## config.mk

```make
export PLATFORM = sky130hd
export DESIGN_NAME = ecd_deserializer
export DESIGN_NICKNAME = d
export VERILOG_FILES = /design/src/include/ecd_pkg.sv /design/src/include/ecd_stream_if.sv /design/src/hdl/ecd_deserializer.sv /design/src/hdl/ecd_fifo.sv /design/src/hdl/ecd_frame_decode.sv
export SDC_FILE = /design/constraint.sdc
export NUM_CORES = 1
export LEC_CHECK = 0
export BUFFER_PORTS_ARGS = -buffer_cell sky130_fd_sc_hd__buf_2
export CORE_MARGIN = 5
export CORE_UTILIZATION = 55
export DETAILED_ROUTE_END_ITERATION = 10
export PLACE_DENSITY = 0.72
export SLEW_MARGIN = 5
export SYNTH_ARGS = -nofsm -noshare
export SYNTH_HDL_FRONTEND = slang
export SYNTH_SLANG_ARGS = --single-unit
```

## constraint.sdc

```tcl
create_clock -name clock_i -period 24.1 [get_ports clock_i]
set_clock_uncertainty 0.05 [all_clocks]
set_input_delay 6.025 -clock clock_i [delete_from_list [all_inputs] [get_ports clock_i]]
set_output_delay 6.025 -clock clock_i [all_outputs]
set_load 0.02 [all_outputs]
```

## src/include/ecd_pkg.sv

```systemverilog
package ecd_pkg;

   // Frame geometry: 24 payload bits plus four overhead bits
   localparam int unsigned DATA_BITS  = 24;
   localparam int unsigned FRAME_BITS = 28;

   // Bit positions inside a completed frame; position 27 arrived first
   localparam int unsigned POS_HIGH      = 27;
   localparam int unsigned POS_DATA_MSB  = 26;
   localparam int unsigned POS_DATA_LSB  = 3;
   localparam int unsigned POS_BALANCE   = 2;
   localparam int unsigned POS_INTEGRITY = 1;
   localparam int unsigned POS_LOW       = 0;

   // Byte groups of the parallel word
   localparam int unsigned GROUP1_LSB = 0;
   localparam int unsigned GROUP2_LSB = 8;
   localparam int unsigned GROUP3_LSB = 16;

   // Recovered clock is high for the first half of each frame
   localparam int unsigned RCLK_HIGH_BITS = 14;

   // Consecutive good frames needed before lock is declared
   localparam int unsigned LOCK_FRAMES = 4;

   // Output buffer depth in words
   localparam int unsigned FIFO_DEPTH = 8;

   // Link word clock range in kHz; clock_i is the serial bit clock
   localparam int unsigned WORD_RATE_MIN_KHZ = 5000;
   localparam int unsigned WORD_RATE_MAX_KHZ = 35000;
   localparam int unsigned CLOCK_KHZ         = 25000;

   // Reset values
   localparam logic [DATA_BITS-1:0] DATA_RESET = 24'h000000;

   // Lock acquisition phases
   typedef enum logic [1:0] {
      ECD_OFF,
      ECD_HUNT,
      ECD_VERIFY,
      ECD_LOCKED
   } ecd_phase_type;

endpackage

```

## src/include/ecd_stream_if.sv

```systemverilog
// Word stream with valid/ready handshake between the block's own modules
interface ecd_stream_if #(
   parameter int unsigned WIDTH = 24
);
   logic [WIDTH-1:0] data;
   logic             valid;
   logic             ready;

   modport src (output data, output valid, input  ready);
   modport snk (input  data, input  valid, output ready);
endinterface

```

## src/hdl/ecd_deserializer.sv

```systemverilog
module ecd_deserializer #(
   parameter int unsigned LOCK_FRAMES = ecd_pkg::LOCK_FRAMES,
   parameter int unsigned FIFO_DEPTH  = ecd_pkg::FIFO_DEPTH
) (
   input  wire logic                          clock_i,
   input  wire logic                          rst_i,
   input  wire logic                          serial_input_true_i,
   input  wire logic                          serial_input_inverted_i,
   input  wire logic                          rx_output_edge_select_i,
   input  wire logic                          rx_output_enable_i,
   input  wire logic                          rx_powerdown_n_i,
   input  wire logic                          supply_ok_i,
   output logic [ecd_pkg::DATA_BITS-1:0]      rx_parallel_data_o,
   output logic                               rx_parallel_data_oe_o,
   output logic                               recovered_clock_o,
   output logic                               recovered_clock_oe_o,
   output logic                               lock_o,
   output logic                               lock_oe_o,
   output logic                               overflow_o
);
   localparam int unsigned DW = ecd_pkg::DATA_BITS;
   localparam int unsigned FW = ecd_pkg::FRAME_BITS;
   localparam int unsigned GW = $clog2(LOCK_FRAMES + 1);

   // Whole state of the receiver except the output buffer in one record
   typedef struct packed {
      ecd_pkg::ecd_phase_type phase;
      logic [FW-1:0]          shift;
      logic [4:0]             bitcnt;
      logic [GW-1:0]          good;
      logic                   fault;
      logic [DW-1:0]          data;
      logic                   data_oe;
      logic                   rclk;
      logic                   rclk_oe;
      logic                   lock;
      logic                   lock_oe;
      logic                   overflow;
   } ecd_rx_state_type;

   ecd_rx_state_type st_q;
   ecd_rx_state_type st_d;

   logic [FW-1:0] frame_next;
   logic          edge_ok;
   logic          integrity_ok;
   logic [DW-1:0] word_dec;
   logic          line_fault;
   logic          frame_end;
   logic          frame_good;
   logic          launch;
   logic          flush;

   ecd_stream_if #(.WIDTH(DW)) push_if ();
   ecd_stream_if #(.WIDTH(DW)) pop_if ();

   ////////////////////////////////////////////////////////////////////////
   // Frame checking on the shift register including the bit now arriving
   assign frame_next = {st_q.shift[FW-2:0], serial_input_true_i};
   // Both halves of the pair equal means the line is not driven
   assign line_fault = (serial_input_true_i == serial_input_inverted_i);

   ecd_frame_decode u_decode (
      .frame_i        (frame_next),
      .edge_ok_o      (edge_ok),
      .integrity_ok_o (integrity_ok),
      .data_o         (word_dec)
   );

   // Words wait here until the chosen recovered clock edge launches them
   ecd_fifo #(
      .WIDTH (DW),
      .DEPTH (FIFO_DEPTH)
   ) u_fifo (
      .clock_i (clock_i),
      .rst_i   (rst_i),
      .flush_i (flush),
      .wr      (push_if.snk),
      .rd      (pop_if.src)
   );

   // Step the bit position through one frame
   function automatic logic [4:0] next_bit(input logic [4:0] b);
      next_bit = (b == 5'(FW - 1)) ? 5'h00 : b + 5'h01;
   endfunction

   ////////////////////////////////////////////////////////////////////////
   // Acquisition, tracking and output launch
   always_comb begin
      st_d           = st_q;
      st_d.overflow  = 1'b0;
      st_d.shift     = frame_next;
      flush          = 1'b0;
      launch         = 1'b0;
      push_if.valid  = 1'b0;
      push_if.data   = word_dec;
      pop_if.ready   = 1'b0;
      frame_end      = (st_q.bitcnt == 5'(FW - 1));
      // A bad line sample anywhere in the frame spoils it
      frame_good     = edge_ok && integrity_ok && !st_q.fault && !line_fault;

      case (st_q.phase)
         ecd_pkg::ECD_OFF: begin
            // Recovery starts only once supplied and powered
            st_d.phase = ecd_pkg::ECD_HUNT;
         end
         ecd_pkg::ECD_HUNT: begin
            // Slide one bit per clock until a low-to-high boundary checks out
            st_d.bitcnt = 5'h00;
            st_d.fault  = 1'b0;
            if (edge_ok && integrity_ok && !line_fault) begin
               st_d.phase = ecd_pkg::ECD_VERIFY;
               st_d.good  = GW'(1);
            end
         end
         ecd_pkg::ECD_VERIFY: begin
            // Random payload can mimic a boundary; demand several in a row
            st_d.bitcnt = next_bit(st_q.bitcnt);
            st_d.fault  = frame_end ? 1'b0 : (st_q.fault || line_fault);
            if (frame_end) begin
               if (!frame_good) begin
                  st_d.phase = ecd_pkg::ECD_HUNT;
               end else if (st_q.good == GW'(LOCK_FRAMES - 1)) begin
                  st_d.phase = ecd_pkg::ECD_LOCKED;
               end else begin
                  st_d.good = st_q.good + GW'(1);
               end
            end
         end
         ecd_pkg::ECD_LOCKED: begin
            st_d.bitcnt = next_bit(st_q.bitcnt);
            st_d.fault  = frame_end ? 1'b0 : (st_q.fault || line_fault);
            if (frame_end) begin
               if (frame_good) begin
                  // Source cannot pause; a full buffer costs one word
                  push_if.valid = 1'b1;
                  st_d.overflow = !push_if.ready;
               end else begin
                  // One missed embedded edge is enough to drop lock
                  st_d.phase   = ecd_pkg::ECD_HUNT;
                  st_d.lock    = 1'b0;
                  st_d.data_oe = 1'b0;
                  st_d.rclk_oe = 1'b0;
                  flush        = 1'b1;
               end
            end
         end
         default: begin
            st_d.phase = ecd_pkg::ECD_OFF;
         end
      endcase

      // Word-rate clock: high for the first half of each frame
      if (st_d.phase == ecd_pkg::ECD_LOCKED) begin
         st_d.rclk = (st_d.bitcnt < 5'(ecd_pkg::RCLK_HIGH_BITS));
      end else begin
         st_d.rclk = 1'b0;
      end

      // Launch on the chosen recovered clock edge
      if (st_d.phase == ecd_pkg::ECD_LOCKED && st_q.phase == ecd_pkg::ECD_LOCKED) begin
         if (rx_output_edge_select_i) begin
            launch = (st_d.bitcnt == 5'h00);
         end else begin
            launch = (st_d.bitcnt == 5'(ecd_pkg::RCLK_HIGH_BITS));
         end
      end

      // Lock goes high at the first launch with a word waiting, even with the output disabled
      if (launch && pop_if.valid) begin
         st_d.lock = 1'b1;
         // A disabled output stalls the drain, so the buffer backs up
         if (rx_output_enable_i) begin
            pop_if.ready = 1'b1;
            st_d.data    = pop_if.data;
         end
      end

      // Data and clock drivers follow lock and the output enable; the lock driver stays on
      st_d.data_oe = st_d.lock && rx_output_enable_i;
      st_d.rclk_oe = st_d.lock && rx_output_enable_i;
      st_d.lock_oe = 1'b1;

      // Powerdown or a bad supply parks everything floating
      if (!rx_powerdown_n_i || !supply_ok_i) begin
         st_d       = '0;
         st_d.phase = ecd_pkg::ECD_OFF;
         st_d.data  = ecd_pkg::DATA_RESET;
         flush      = 1'b1;
      end
   end

   ////////////////////////////////////////////////////////////////////////
   // State register
   always_ff @(posedge clock_i or posedge rst_i) begin
      if (rst_i) begin
         st_q <= '0;
      end else begin
         st_q <= st_d;
      end
   end

   ////////////////////////////////////////////////////////////////////////
   // Every output is a field of the state register
   assign rx_parallel_data_o    = st_q.data;
   assign rx_parallel_data_oe_o = st_q.data_oe;
   assign recovered_clock_o     = st_q.rclk;
   assign recovered_clock_oe_o  = st_q.rclk_oe;
   assign lock_o                = st_q.lock;
   assign lock_oe_o             = st_q.lock_oe;
   assign overflow_o            = st_q.overflow;
endmodule

```

## src/hdl/ecd_fifo.sv

```systemverilog
module ecd_fifo #(
   parameter int unsigned WIDTH = 24,
   parameter int unsigned DEPTH = 8
) (
   input  wire logic clock_i,
   input  wire logic rst_i,
   input  wire logic flush_i,
   ecd_stream_if.snk wr,
   ecd_stream_if.src rd
);
   localparam int unsigned PW = (DEPTH > 1) ? $clog2(DEPTH) : 1;
   localparam int unsigned CW = $clog2(DEPTH + 1);

   typedef struct packed {
      logic [DEPTH-1:0][WIDTH-1:0] mem;
      logic [PW-1:0]               wptr;
      logic [PW-1:0]               rptr;
      logic [CW-1:0]               count;
   } ecd_fifo_state_type;

   ecd_fifo_state_type st_q;
   ecd_fifo_state_type st_d;
   logic               do_wr;
   logic               do_rd;

   // Full and empty come straight from the occupancy count
   assign wr.ready = (st_q.count != CW'(DEPTH));
   assign rd.valid = (st_q.count != '0);
   assign rd.data  = st_q.mem[st_q.rptr];

   function automatic logic [PW-1:0] bump(input logic [PW-1:0] p);
      bump = (p == PW'(DEPTH - 1)) ? '0 : p + 1'b1;
   endfunction

   ////////////////////////////////////////////////////////////////////////
   // Next state; flush wins so a relock never shows stale words
   always_comb begin
      st_d  = st_q;
      do_wr = wr.valid && wr.ready;
      do_rd = rd.valid && rd.ready;
      if (do_wr) begin
         st_d.mem[st_q.wptr] = wr.data;
         st_d.wptr           = bump(st_q.wptr);
      end
      if (do_rd) begin
         st_d.rptr = bump(st_q.rptr);
      end
      if (do_wr && !do_rd) begin
         st_d.count = st_q.count + 1'b1;
      end else if (!do_wr && do_rd) begin
         st_d.count = st_q.count - 1'b1;
      end
      if (flush_i) begin
         st_d.wptr  = '0;
         st_d.rptr  = '0;
         st_d.count = '0;
      end
   end

   always_ff @(posedge clock_i or posedge rst_i) begin
      if (rst_i) begin
         st_q <= '0;
      end else begin
         st_q <= st_d;
      end
   end
endmodule

```

## src/hdl/ecd_frame_decode.sv

```systemverilog
module ecd_frame_decode (
   input  wire logic [ecd_pkg::FRAME_BITS-1:0] frame_i,
   output logic                                edge_ok_o,
   output logic                                integrity_ok_o,
   output logic [ecd_pkg::DATA_BITS-1:0]       data_o
);
   logic [ecd_pkg::DATA_BITS-1:0] sent;
   logic                          balance_invert_bit;
   logic                          integrity_check_bit;

   ////////////////////////////////////////////////////////////////////////
   // First bit of the frame is the embedded high bit, last the low bit
   always_comb begin
      for (int i = 0; i < int'(ecd_pkg::DATA_BITS); i++) begin
         sent[i] = frame_i[ecd_pkg::POS_DATA_MSB - i];
      end
      balance_invert_bit  = frame_i[ecd_pkg::POS_BALANCE];
      integrity_check_bit = frame_i[ecd_pkg::POS_INTEGRITY];
      edge_ok_o = frame_i[ecd_pkg::POS_HIGH] && !frame_i[ecd_pkg::POS_LOW];
      // Odd parity over payload, balance and integrity bits
      integrity_ok_o = ^{sent, balance_invert_bit, integrity_check_bit};
      // Undo the sender's inversion
      data_o = balance_invert_bit ? ~sent : sent;
   end
endmodule

```

==> impl_metrics.toml, run 1 <==
[logic_synthesis]
synth_flop_cell = "dfrtp_1"
synthesis.nets = 1066
yosysUniqueCellTypes = 50
synthCells = 1048
async_flop_share_pct = 100
avgSynthCellArea_um2 = 12.1
yosysSeqAreaShare_pct = 53.3
synth_warnings = 0
synth.cell_area_um2 = 12600
synth_seq_cells = 269
synth-edff-count = 0

[route]
dr.pass1.iters = 4
ant_nets = 0
drt_iter0_drc = 571
wl_per_cell_um = 20.1
via_per_inst = 5.89
drc = 0
routed_wl_mm = 26.8
vias = 7866

[global_routing]
grt-ovfl-total = 0
grt_pass1_vias = 8139
grt_pass1_wl_mm = 44.2
grt_antenna_before_repair = 0
grt_max_degree = 107
grtUsageTotal_pct = 21.1

[die]
die_y_um = 162
pin_count = 38
die_w_um = 162
start_util_pct = 55.8
dieArea_um2 = 26100
rows = 55
coreArea_um2 = 22600

[final_layout]
fill_cells = 1743
syn_to_final_growth_pct = 8.69
num_antenna_cells = 0
drive_gt1_share_pct = 21.9
fin_nets = 1046
stdcell_area_um2 = 13700

[cts]
cts_setup_buffers = 0
clkSlewWorstSetupHoldPaths_ns = 0.06
cts_tree = "done"
cts_made_buffers = 28
htreeDepth = 1
clock_latency_ns = 0.54
clock-root-buffer = "clkbuf_16"
post_cts_resized = 0
clock-sinks = 269
clockBufferDepth = 3
cts_hold_buf = 0

[timing]
hold_violations = 0
grt_setup_unrepaired = "no"
slew_violations = 0
setup_viol = 0
worst_pin_slew_ns = 1.16
max_freq_mhz = 119
setup_tns_ns = 0
worst_slack_ns = 15.71
min_period_ns = 8.39
slew-limit-headroom_pct = 22.7
final.period_utilization_pct = 34.8

[placed_design]
gp_congestion = 0.821
dp_slack_ns = 15.17
hpwl_mm = 15.8
placed_cell_area_um2 = 12800
io_buffers = 37

[worst_setup_path]
cp-end-kind = "flop"
cp_max_fo = 5
arrival_ns = 8.79
start_kind = "input port"
worstSetupPathType = "in -> reg"
r2r_setup_slack_ns = 19.95
critPathRequiredTime_ns = 24.50

[hold_path]
min_path_type = "reg -> reg"

[pwr]
ir_worst_vdd_mv = 0.0496
pwr_density_cell_nw_per_um2 = 65.9
p_leak_nw = 6.54

[job]
max_cap_viol_count = 0

[status]
status = "finished, final reports clean"
-- power breakdown --
group / total (mW) / internal (mW) / switching [mW]
Sequential: 0.452 / 0.452 / 0.000309
Combinational: 0.0189 / 0.00312 / 0.0157
Clock: 0.434 / 0.258 / 0.176
-- routing by layer --
| metal | vias up | track usage (%) | wire, um |
|---|---|---|---|
| met5 | - | 0 | 0 |
| met4 | 0 | 4.54 | 391 |
| met3 | 31 | 3.24 | 1500 |
| met2 | 194 | 35.8 | 13000 |
| met1 | 4007 | 29.3 | 11900 |
| li1 | 3634 | - | - |
-- synthesized netlist by cell type, types with 2 or more instances --
cell type	instances	area [um^2]
a22oi_1	3	22.5
xor2_1	25	219
nor2b_1	3	18.8
buf_1	5	18.8
nand3_1	10	50.1
buf_6	4	45.0
o21ai_0	35	175
nor4_1	2	12.5
a21oi_1	105	526
a21o_1	3	22.5
mux2i_1	27	270
and4b_1	3	30.0
or2_2	2	12.5
a211oi_1	25	188
inv_1	9	33.8
nor3_1	8	40.0
mux2_4	40	601
clkbuf_1	52	195
buf_2	10	50.1
xnor2_1	43	377
ha_1	9	113
buf_4	25	188
o31ai_1	3	22.5
a32o_1	2	20.0
xnor3_1	3	67.6
mux4_2	48	1080
nor2_1	141	529
or3_1	3	18.8
nand2b_1	3	18.8
mux2_2	32	360
dfrtp_1	269	6730
nand2_1	39	146
or4_1	2	15.0
o21a_1	3	22.5
and4_1	2	17.5
and2_1	3	18.8
and3_1	31	194
nand4_1	4	25.0
-- stage by stage --
step / power (mW) / hold WS [ns] / utilization (%) / instances
after detailed placement: 0.480 / 0.416 / 56.5 / 1283
after CTS: 0.911 / 0.429 / 60.6 / 1335
after global placement: 0.480 / 0.408 / 56.5 / 1283
final: 0.905 / 0.428 / 60.6 / 1335
after floorplan: 0.474 / 0.395 / - / 1048
after global routing: 0.934 / 0.459 / 60.6 / 1335
-- final cells by class --
type / count / area (um^2) / share of cell area (%)
multi-input cells: 674 / 5400 / 39.3
clock buffers: 42 / 865 / 6.30
flip-flops and latches: 269 / 6740 / 49.1
repair buffers: 46 / 253 / 1.84
well taps: 285 / 357 / 2.60
clock inverters: 10 / 78.8 / 0.574
inverters: 9 / 41.3 / 0.301
-- path summary, 6_finish.rpt --
path,startpoint,to,cells past startpoint
worst max-delay path,serial_input_true_i,u_fifo.st_q[3]$_DFFE_PP0P_,13
worst min-delay path,u_fifo.st_q[187]$_DFFE_PP0P_,u_fifo.st_q[187]$_DFFE_PP0P_,2
worst max register to register,frame_next[15]$_DFF_PP0_,u_fifo.st_q[3]$_DFFE_PP0P_,12
worst min register to register,u_fifo.st_q[187]$_DFFE_PP0P_,u_fifo.st_q[187]$_DFFE_PP0P_,2
max in group asynchronous,rst_i,u_fifo.st_q[64]$_DFFE_PP0P_,3
min in group asynchronous,rst_i,u_fifo.st_q[108]$_DFFE_PP0P_,2
-- cells in the final DEF, fill, tap and decap left out, types with 10 or more instances in the layout --
| cell | n |
|---|---|
| mux2_2 | 32 |
| nor2_1 | 140 |
| nand3_1 | 10 |
| clkbuf_16 | 29 |
| mux2_4 | 40 |
| o21ai_0 | 35 |
| xnor2_1 | 43 |
| a211oi_1 | 25 |
| mux4_2 | 48 |
| a21oi_1 | 105 |
| dfrtp_1 | 266 |
| xor2_1 | 25 |
| nand2_1 | 39 |
| mux2i_1 | 27 |
| and3_1 | 31 |
| buf_2 | 37 |
-- kinds of logic (layout without fill, tap and decap cells) --
| kind of cell | Yosys count | in the layout | synth area share (%) |
|---|---|---|---|
| simple gates | 261 | 261 | 9.46 |
| flops | 269 | 269 | 53.3 |
| mux | 147 | 147 | 18.3 |
| xor+xnor | 72 | 72 | 5.45 |
| buf+inv | 105 | 107 | 4.20 |
| compound gates | 184 | 184 | 8.25 |
| fa+ha+maj | 10 | 10 | 1.05 |
-- registers in the layout, summed over array words and instances, names as in the netlist --
signal / flops
rx_parallel_data_oe_o: 1
lock_o: 1
st_q: 11
overflow_o: 1
lock_oe_o: 1
recovered_clock_o: 1
frame_next: 27
u_fifo.st_q: 202
rx_parallel_data_o: 24
-- critical path, stage by stage --
cell,delay [ns]
buf_2,0.14
xnor2_1,0.15
or2_2,0.29
o21ai_0,0.21
nand3_1,0.13
o21a_1,0.26
o21ai_0,0.45
ha_1,0.33
a21o_1,0.18
a21oi_1,0.17
and4_1,0.23
nor3_1,0.05
nor3_1,0.17
Note: power is estimated with default switching activity, not from simulation.
==> run 2, diff against run 1 <==
--- a/config.mk
+++ b/config.mk
@@ -5,6 +5,7 @@
 export SDC_FILE = /design/constraint.sdc
 export NUM_CORES = 1
 export LEC_CHECK = 0
+export ABC_AREA = 1
 export BUFFER_PORTS_ARGS = -buffer_cell sky130_fd_sc_hd__buf_2
 export CORE_MARGIN = 5
 export CORE_UTILIZATION = 55
==> constraint.sdc (replaced) <==
create_clock -name clock_i -period 8.21 [get_ports clock_i]
set_clock_uncertainty 0.05 [all_clocks]
set_input_delay 2.0525 -clock clock_i [delete_from_list [all_inputs] [get_ports clock_i]]
set_output_delay 2.0525 -clock clock_i [all_outputs]
set_load 0.02 [all_outputs]
==> impl_metrics.toml, run 2 <==
[status]
status = "finished, final reports clean"

[timing]
hold_violations = 0
slew-limit-headroom_pct = 24.3
worst_pin_slew_ns = 1.14
slew_violations = 0
final.period_utilization_pct = 50.7
worst_slack_ns = 4.05
setup_tns_ns = 0
grt_setup_unrepaired = "no"
max_freq_mhz = 240
setup_viol = 0
min_period_ns = 4.16

[cts]
post_cts_resized = 0
cts_setup_buffers = 0
clock_latency_ns = 0.54
cts_tree = "done"
clkSlewWorstSetupHoldPaths_ns = 0.06
cts_made_buffers = 29
htreeDepth = 1
cts_hold_buf = 0
clockBufferDepth = 3
clock-sinks = 269
clock-root-buffer = "clkbuf_16"

[logic_synthesis]
avgSynthCellArea_um2 = 8.29
synthCells = 1568
async_flop_share_pct = 100
yosysUniqueCellTypes = 39
yosysTopAreaCell = "dfrtp_1"
yosys-top-cells-count = "nand2_1 (425), dfrtp_1 (269), o21ai_0 (194)"
synth_flop_cell = "dfrtp_1"
yosysTopAreaCellShare_pct = 51.8
synth_seq_cells = 269
synth-edff-count = 0
yosysSeqAreaShare_pct = 51.8
synthesis.nets = 1586
yosysMostFrequentCell = "nand2_1"
synth.cell_area_um2 = 13000
ys_top_cells_by_area = "dfrtp_1 (52%), nand2_1 (12%), o21ai_0 (7.5%), inv_1 (3.7%), o21ai_1 (3.7%)"
synth_warnings = 0

[worst_setup_path]
worstReg2RegStart = "frame_next[2]$_DFF_PP0_"
cp-end-kind = "flop"
rr_worst_depth = 17
start_kind = "input port"
critPathRequiredTime_ns = 8.59
r2r_setup_slack_ns = 4.55
arrival_ns = 4.54
cp_max_fo = 48
r2r_end = "u_fifo.st_q[171]$_DFFE_PP0P_"
worstSetupPathType = "in -> reg"

[die]
start_util_pct = 55.5
die_y_um = 164
die_w_um = 164
dieArea_um2 = 26800
rows = 56
coreArea_um2 = 23400
pin_count = 38

[final_layout]
final_cell_mix = "nand2_1 (424), dfrtp_1 (266), o21ai_0 (194)"
fin_nets = 1548
drive_gt1_share_pct = 8.76
num_antenna_cells = 0
regArea_um2 = 6740
fill_cells = 2147
final_common_cell = "nand2_1"
syn_to_final_growth_pct = 7.60
multi_input_area_um2 = 5060
largest_reg_flops = 202
top_register = "u_fifo.st_q"

[route]
vias = 10200
ant_nets = 0
drt_iter0_drc = 843
routed_wl_mm = 29.7
via_per_inst = 5.47
wl_per_cell_um = 15.9
dr.pass1.iters = 5
drc = 0

[global_routing]
grt_pass1_vias = 9921
grtUsageTotal_pct = 22.9
grt-ovfl-total = 0
grt_pass1_wl_mm = 50.1
grt_max_degree = 193
grt_antenna_before_repair = 0

[job]
max_cap_viol_count = 0

[placed_design]
io_buffers = 37
gp_congestion = 0.787
dp_slack_ns = 3.43
hpwl_mm = 16.6

[pwr]
pwr_density_cell_nw_per_um2 = 198
ir_worst_vdd_mv = 0.146
p_leak_nw = 6.66

[hold_path]
worstHoldEndpoint = "rx_parallel_data_o[8]$_DFFE_PP0P_"
min_path_type = "reg -> reg"
min_from = "rx_parallel_data_o[8]$_DFFE_PP0P_"
hold-path-cell-count = 2
-- run 2: worst max-delay path by stage --
stage,start,end,cells after the start
3_5_place_dp,serial_input_true_i,u_fifo.st_q[171]$_DFFE_PP0P_,10
3_3_place_gp,serial_input_true_i,u_fifo.st_q[169]$_DFFE_PP0P_,10
6_report,serial_input_true_i,u_fifo.st_q[171]$_DFFE_PP0P_,10
5_1_grt,serial_input_true_i,u_fifo.st_q[170]$_DFFE_PP0P_,10
2_1_floorplan,rst_i,frame_next[10]$_DFF_PP0_,1
4_1_cts,serial_input_true_i,u_fifo.st_q[171]$_DFFE_PP0P_,10
-- run 2: per-stage QoR --
stage	hold WS, ns	total power, mW	util, %	area (um^2)	std cells
4_1_cts	0.427	2.80	59.7	14000	1871
5_1_grt	0.443	2.87	59.7	14000	1871
3_5_place_dp	0.411	1.46	55.5	13000	1818
6_report	0.421	2.77	59.7	14000	1871
2_1_floorplan	0.396	1.43	-	13000	1568
3_3_place_gp	0.407	1.46	55.5	13000	1818
-- run 2: kinds of logic after synthesis --
group           count (synthesis)  share of synthesized area, %
compound gates                382                          16.4
simple gates                  625                          19.5
flops                         269                          51.8
buf+inv                       253                          9.31
fa+ha+maj                      10                          1.02
xor+xnor                       29                          1.95
-- run 2: worst max-delay path: stages --
cell     delay, ns
buf_2         0.11
xor2_1        0.14
inv_1         0.06
nor2_1        0.22
nand4_2       0.18
nor2_2        0.15
nand2_4       0.12
nor2_4        0.14
nand3_2       0.85
o21ai_0       0.49
-- run 2: report_power, final --
part	leakage, nW	switching [mW]	internal, mW
Sequential	3.50	0.00474	1.33
Combinational	2.67	0.0843	0.0208
Clock	0.495	0.522	0.813
-- run 2: layer usage --
layer	GRT usage, %	part of all wire (%)	up-vias	wire, um
li1	-	-	4993	-
met1	31.3	45	4945	13400
met2	38.4	48	265	14100
met3	3.84	6.0	38	1780
met4	5.57	1.5	0	445
met5	0	0	-	0
-- run 2: cell type report --
cell class	instances	area share, %
clock buffer	42	6.11
clock inverter	11	0.984
inverter	136	3.68
multi-input combinational	1046	36.2
sequential	269	48.2
tap	319	2.85
timing repair buffer	48	2.00
==> run 3, diff against run 2 <==
--- a/config.mk
+++ b/config.mk
@@ -5,7 +5,7 @@
 export SDC_FILE = /design/constraint.sdc
 export NUM_CORES = 1
 export LEC_CHECK = 0
-export ABC_AREA = 1
+export ABC_AREA = 0
 export BUFFER_PORTS_ARGS = -buffer_cell sky130_fd_sc_hd__buf_2
 export CORE_MARGIN = 5
 export CORE_UTILIZATION = 55
==> constraint.sdc (replaced) <==
create_clock -name clock_i -period 4.25 [get_ports clock_i]
set_clock_uncertainty 0.05 [all_clocks]
set_input_delay 1.0625 -clock clock_i [delete_from_list [all_inputs] [get_ports clock_i]]
set_output_delay 1.0625 -clock clock_i [all_outputs]
set_load 0.02 [all_outputs]
==> impl_metrics.toml, run 3 (synthesized netlist as in run 1, its figures left out) <==
[global_routing]
grtUsageTotal_pct = 20.8
grt_antenna_before_repair = 0
grt_max_degree = 78
grt_pass1_vias = 8082
grt_pass1_wl_mm = 43.7
grt-ovfl-total = 0

[cts]
clock-sinks = 269
cts_made_buffers = 28
htreeDepth = 1
clockBufferDepth = 3
clock-root-buffer = "clkbuf_16"
cts_setup_buffers = 0
cts_hold_buf = 0
clock_latency_ns = 0.54
post_cts_resized = 0
clkSlewWorstSetupHoldPaths_ns = 0.06
cts_tree = "done"

[die]
coreArea_um2 = 22600
pin_count = 38
dieArea_um2 = 26100
die_y_um = 162
start_util_pct = 55.8
rows = 55
die_w_um = 162

[route]
dr.pass1.iters = 5
drt_iter0_drc = 472
wl_per_cell_um = 19.8
via_per_inst = 5.86
drc = 0
vias = 7895
routed_wl_mm = 26.7
ant_nets = 0

[worst_setup_path]
critPathRequiredTime_ns = 4.64
cp-startpoint = "frame_next[2]$_DFF_PP0_"
r2r_setup_slack_ns = 0.35
worstReg2RegStart = "frame_next[2]$_DFF_PP0_"
cp-end-kind = "flop"
start_kind = "flop"
r2r_end = "u_fifo.st_q[3]$_DFFE_PP0P_"
rr_worst_depth = 12
worstSetupPathType = "reg -> reg"
arrival_ns = 4.29
crit_end = "u_fifo.st_q[3]$_DFFE_PP0P_"
cp_max_fo = 6

[timing]
final.period_utilization_pct = 91.8
grt_setup_unrepaired = "no"
hold_violations = 0
max_freq_mhz = 256
min_period_ns = 3.90
worst_pin_slew_ns = 0.839
slew_violations = 0
setup_tns_ns = 0
setup_viol = 0
whs_ns = 0.415
slew-limit-headroom_pct = 44.1

[final_layout]
fin_nets = 1058
syn_to_final_growth_pct = 10.6
drive_gt1_share_pct = 22.6
top_register = "u_fifo.st_q"
final_cell_mix = "dfrtp_1 (266), nor2_1 (140), a21oi_1 (105)"
largest_reg_flops = 202
final_common_cell = "dfrtp_1"
stdcell_area_um2 = 14000
num_antenna_cells = 0
final_util_pct = 61.7

[placed_design]
placed_cell_area_um2 = 13000
hpwl_mm = 17.2
io_buffers = 37
gp_congestion = 0.827

[pwr]
p_int_mw = 4.21
sw_frac_of_total_pct = 20.5
p_clk_share_pct = 49.5
power_frac_comb_pct = 2.1
p_leak_nw = 6.64
seqPwrFrac_pct = 48.4
pwr_density_cell_nw_per_um2 = 379
power.switching_mw = 1.09
ir_worst_vdd_mv = 0.272
design_power_total_mw = 5.30

[status]
status = "finished, final reports clean"

[hold_path]
min_path_type = "in -> async"

[job]
max_cap_viol_count = 0
-- run 3: cell types whose count changed in the layout (fill, tap and decap cells not counted), sizes merged, moves of 25 or more --
| cell | previous run | this run |
|---|---|---|
| o21ai | 297 | 35 |
| mux4 | 0 | 48 |
| mux2 | 0 | 72 |
| a21oi | 30 | 105 |
| nand2 | 432 | 39 |
| xnor2 | 1 | 43 |
| mux2i | 0 | 27 |
| nand3 | 47 | 10 |
| inv | 135 | 9 |
| o211ai | 25 | 0 |
| a211oi | 0 | 25 |
| and3 | 0 | 31 |
-- run 3: worst min-delay path by stage --
stage | startpoint | to | slack [ns] | cells past startpoint
2_1_floorplan | u_fifo.st_q[178]$_DFFE_PP0P_ | u_fifo.st_q[178]$_DFFE_PP0P_ | 0.39 | 2
3_3_place_gp | u_fifo.st_q[185]$_DFFE_PP0P_ | u_fifo.st_q[185]$_DFFE_PP0P_ | 0.41 | 2
3_5_place_dp | u_fifo.st_q[187]$_DFFE_PP0P_ | u_fifo.st_q[187]$_DFFE_PP0P_ | 0.42 | 2
4_1_cts | rst_i | u_fifo.st_q[13]$_DFFE_PP0P_ | 0.40 | 2
5_1_grt | rst_i | u_fifo.st_q[13]$_DFFE_PP0P_ | 0.40 | 2
6_report | rst_i | u_fifo.st_q[13]$_DFFE_PP0P_ | 0.42 | 2
-- run 3: layer usage --
| metal | up-vias | share of wire, % | global-route usage, % |
|---|---|---|---|
| li1 | 3670 | - | - |
| met1 | 4010 | 45 | 29.1 |
| met2 | 181 | 48 | 34.4 |
| met3 | 34 | 5.1 | 3.55 |
| met4 | 0 | 1.6 | 4.61 |
| met5 | - | 0 | 0 |
-- run 3: cell type report --
class / count / area (um^2)
fill: 1705 / 8670
sequential: 269 / 6740
multi-input combinational: 674 / 5400
clock buffer: 43 / 858
timing repair buffer: 58 / 430
tap: 285 / 357
clock inverter: 9 / 149
inverter: 9 / 37.5
-- run 3: critical path: stages, from the launching register on --
cell,delay (ns)
dfrtp_2,0.41
xor2_1,0.29
xnor3_1,0.44
xnor3_1,0.40
xor3_2,0.54
o21a_1,0.29
o21ai_0,0.27
ha_1,0.29
a21o_1,0.18
a21oi_1,0.18
and4_1,0.24
nor3_1,0.05
nor3_1,0.16
-- run 3: power by group through the flow --
stage          sequential (mW)  combinational [mW]  clock, mW
5_1_grt                   2.56               0.129       2.78
3_5_place_dp              2.61               0.116          0
3_3_place_gp              2.61               0.114          0
4_1_cts                   2.56               0.117       2.67
6_report                  2.56               0.113       2.62
2_1_floorplan             2.61              0.0759          0
-- run 3: stage by stage --
stage | instances | worst slack [ns]
after CTS | 1347 | 0.346
final | 1347 | 0.347
after global routing | 1347 | 0.0724
after global placement | 1295 | 0.508
after detailed placement | 1295 | 0.403
after floorplan | 1048 | -0.416
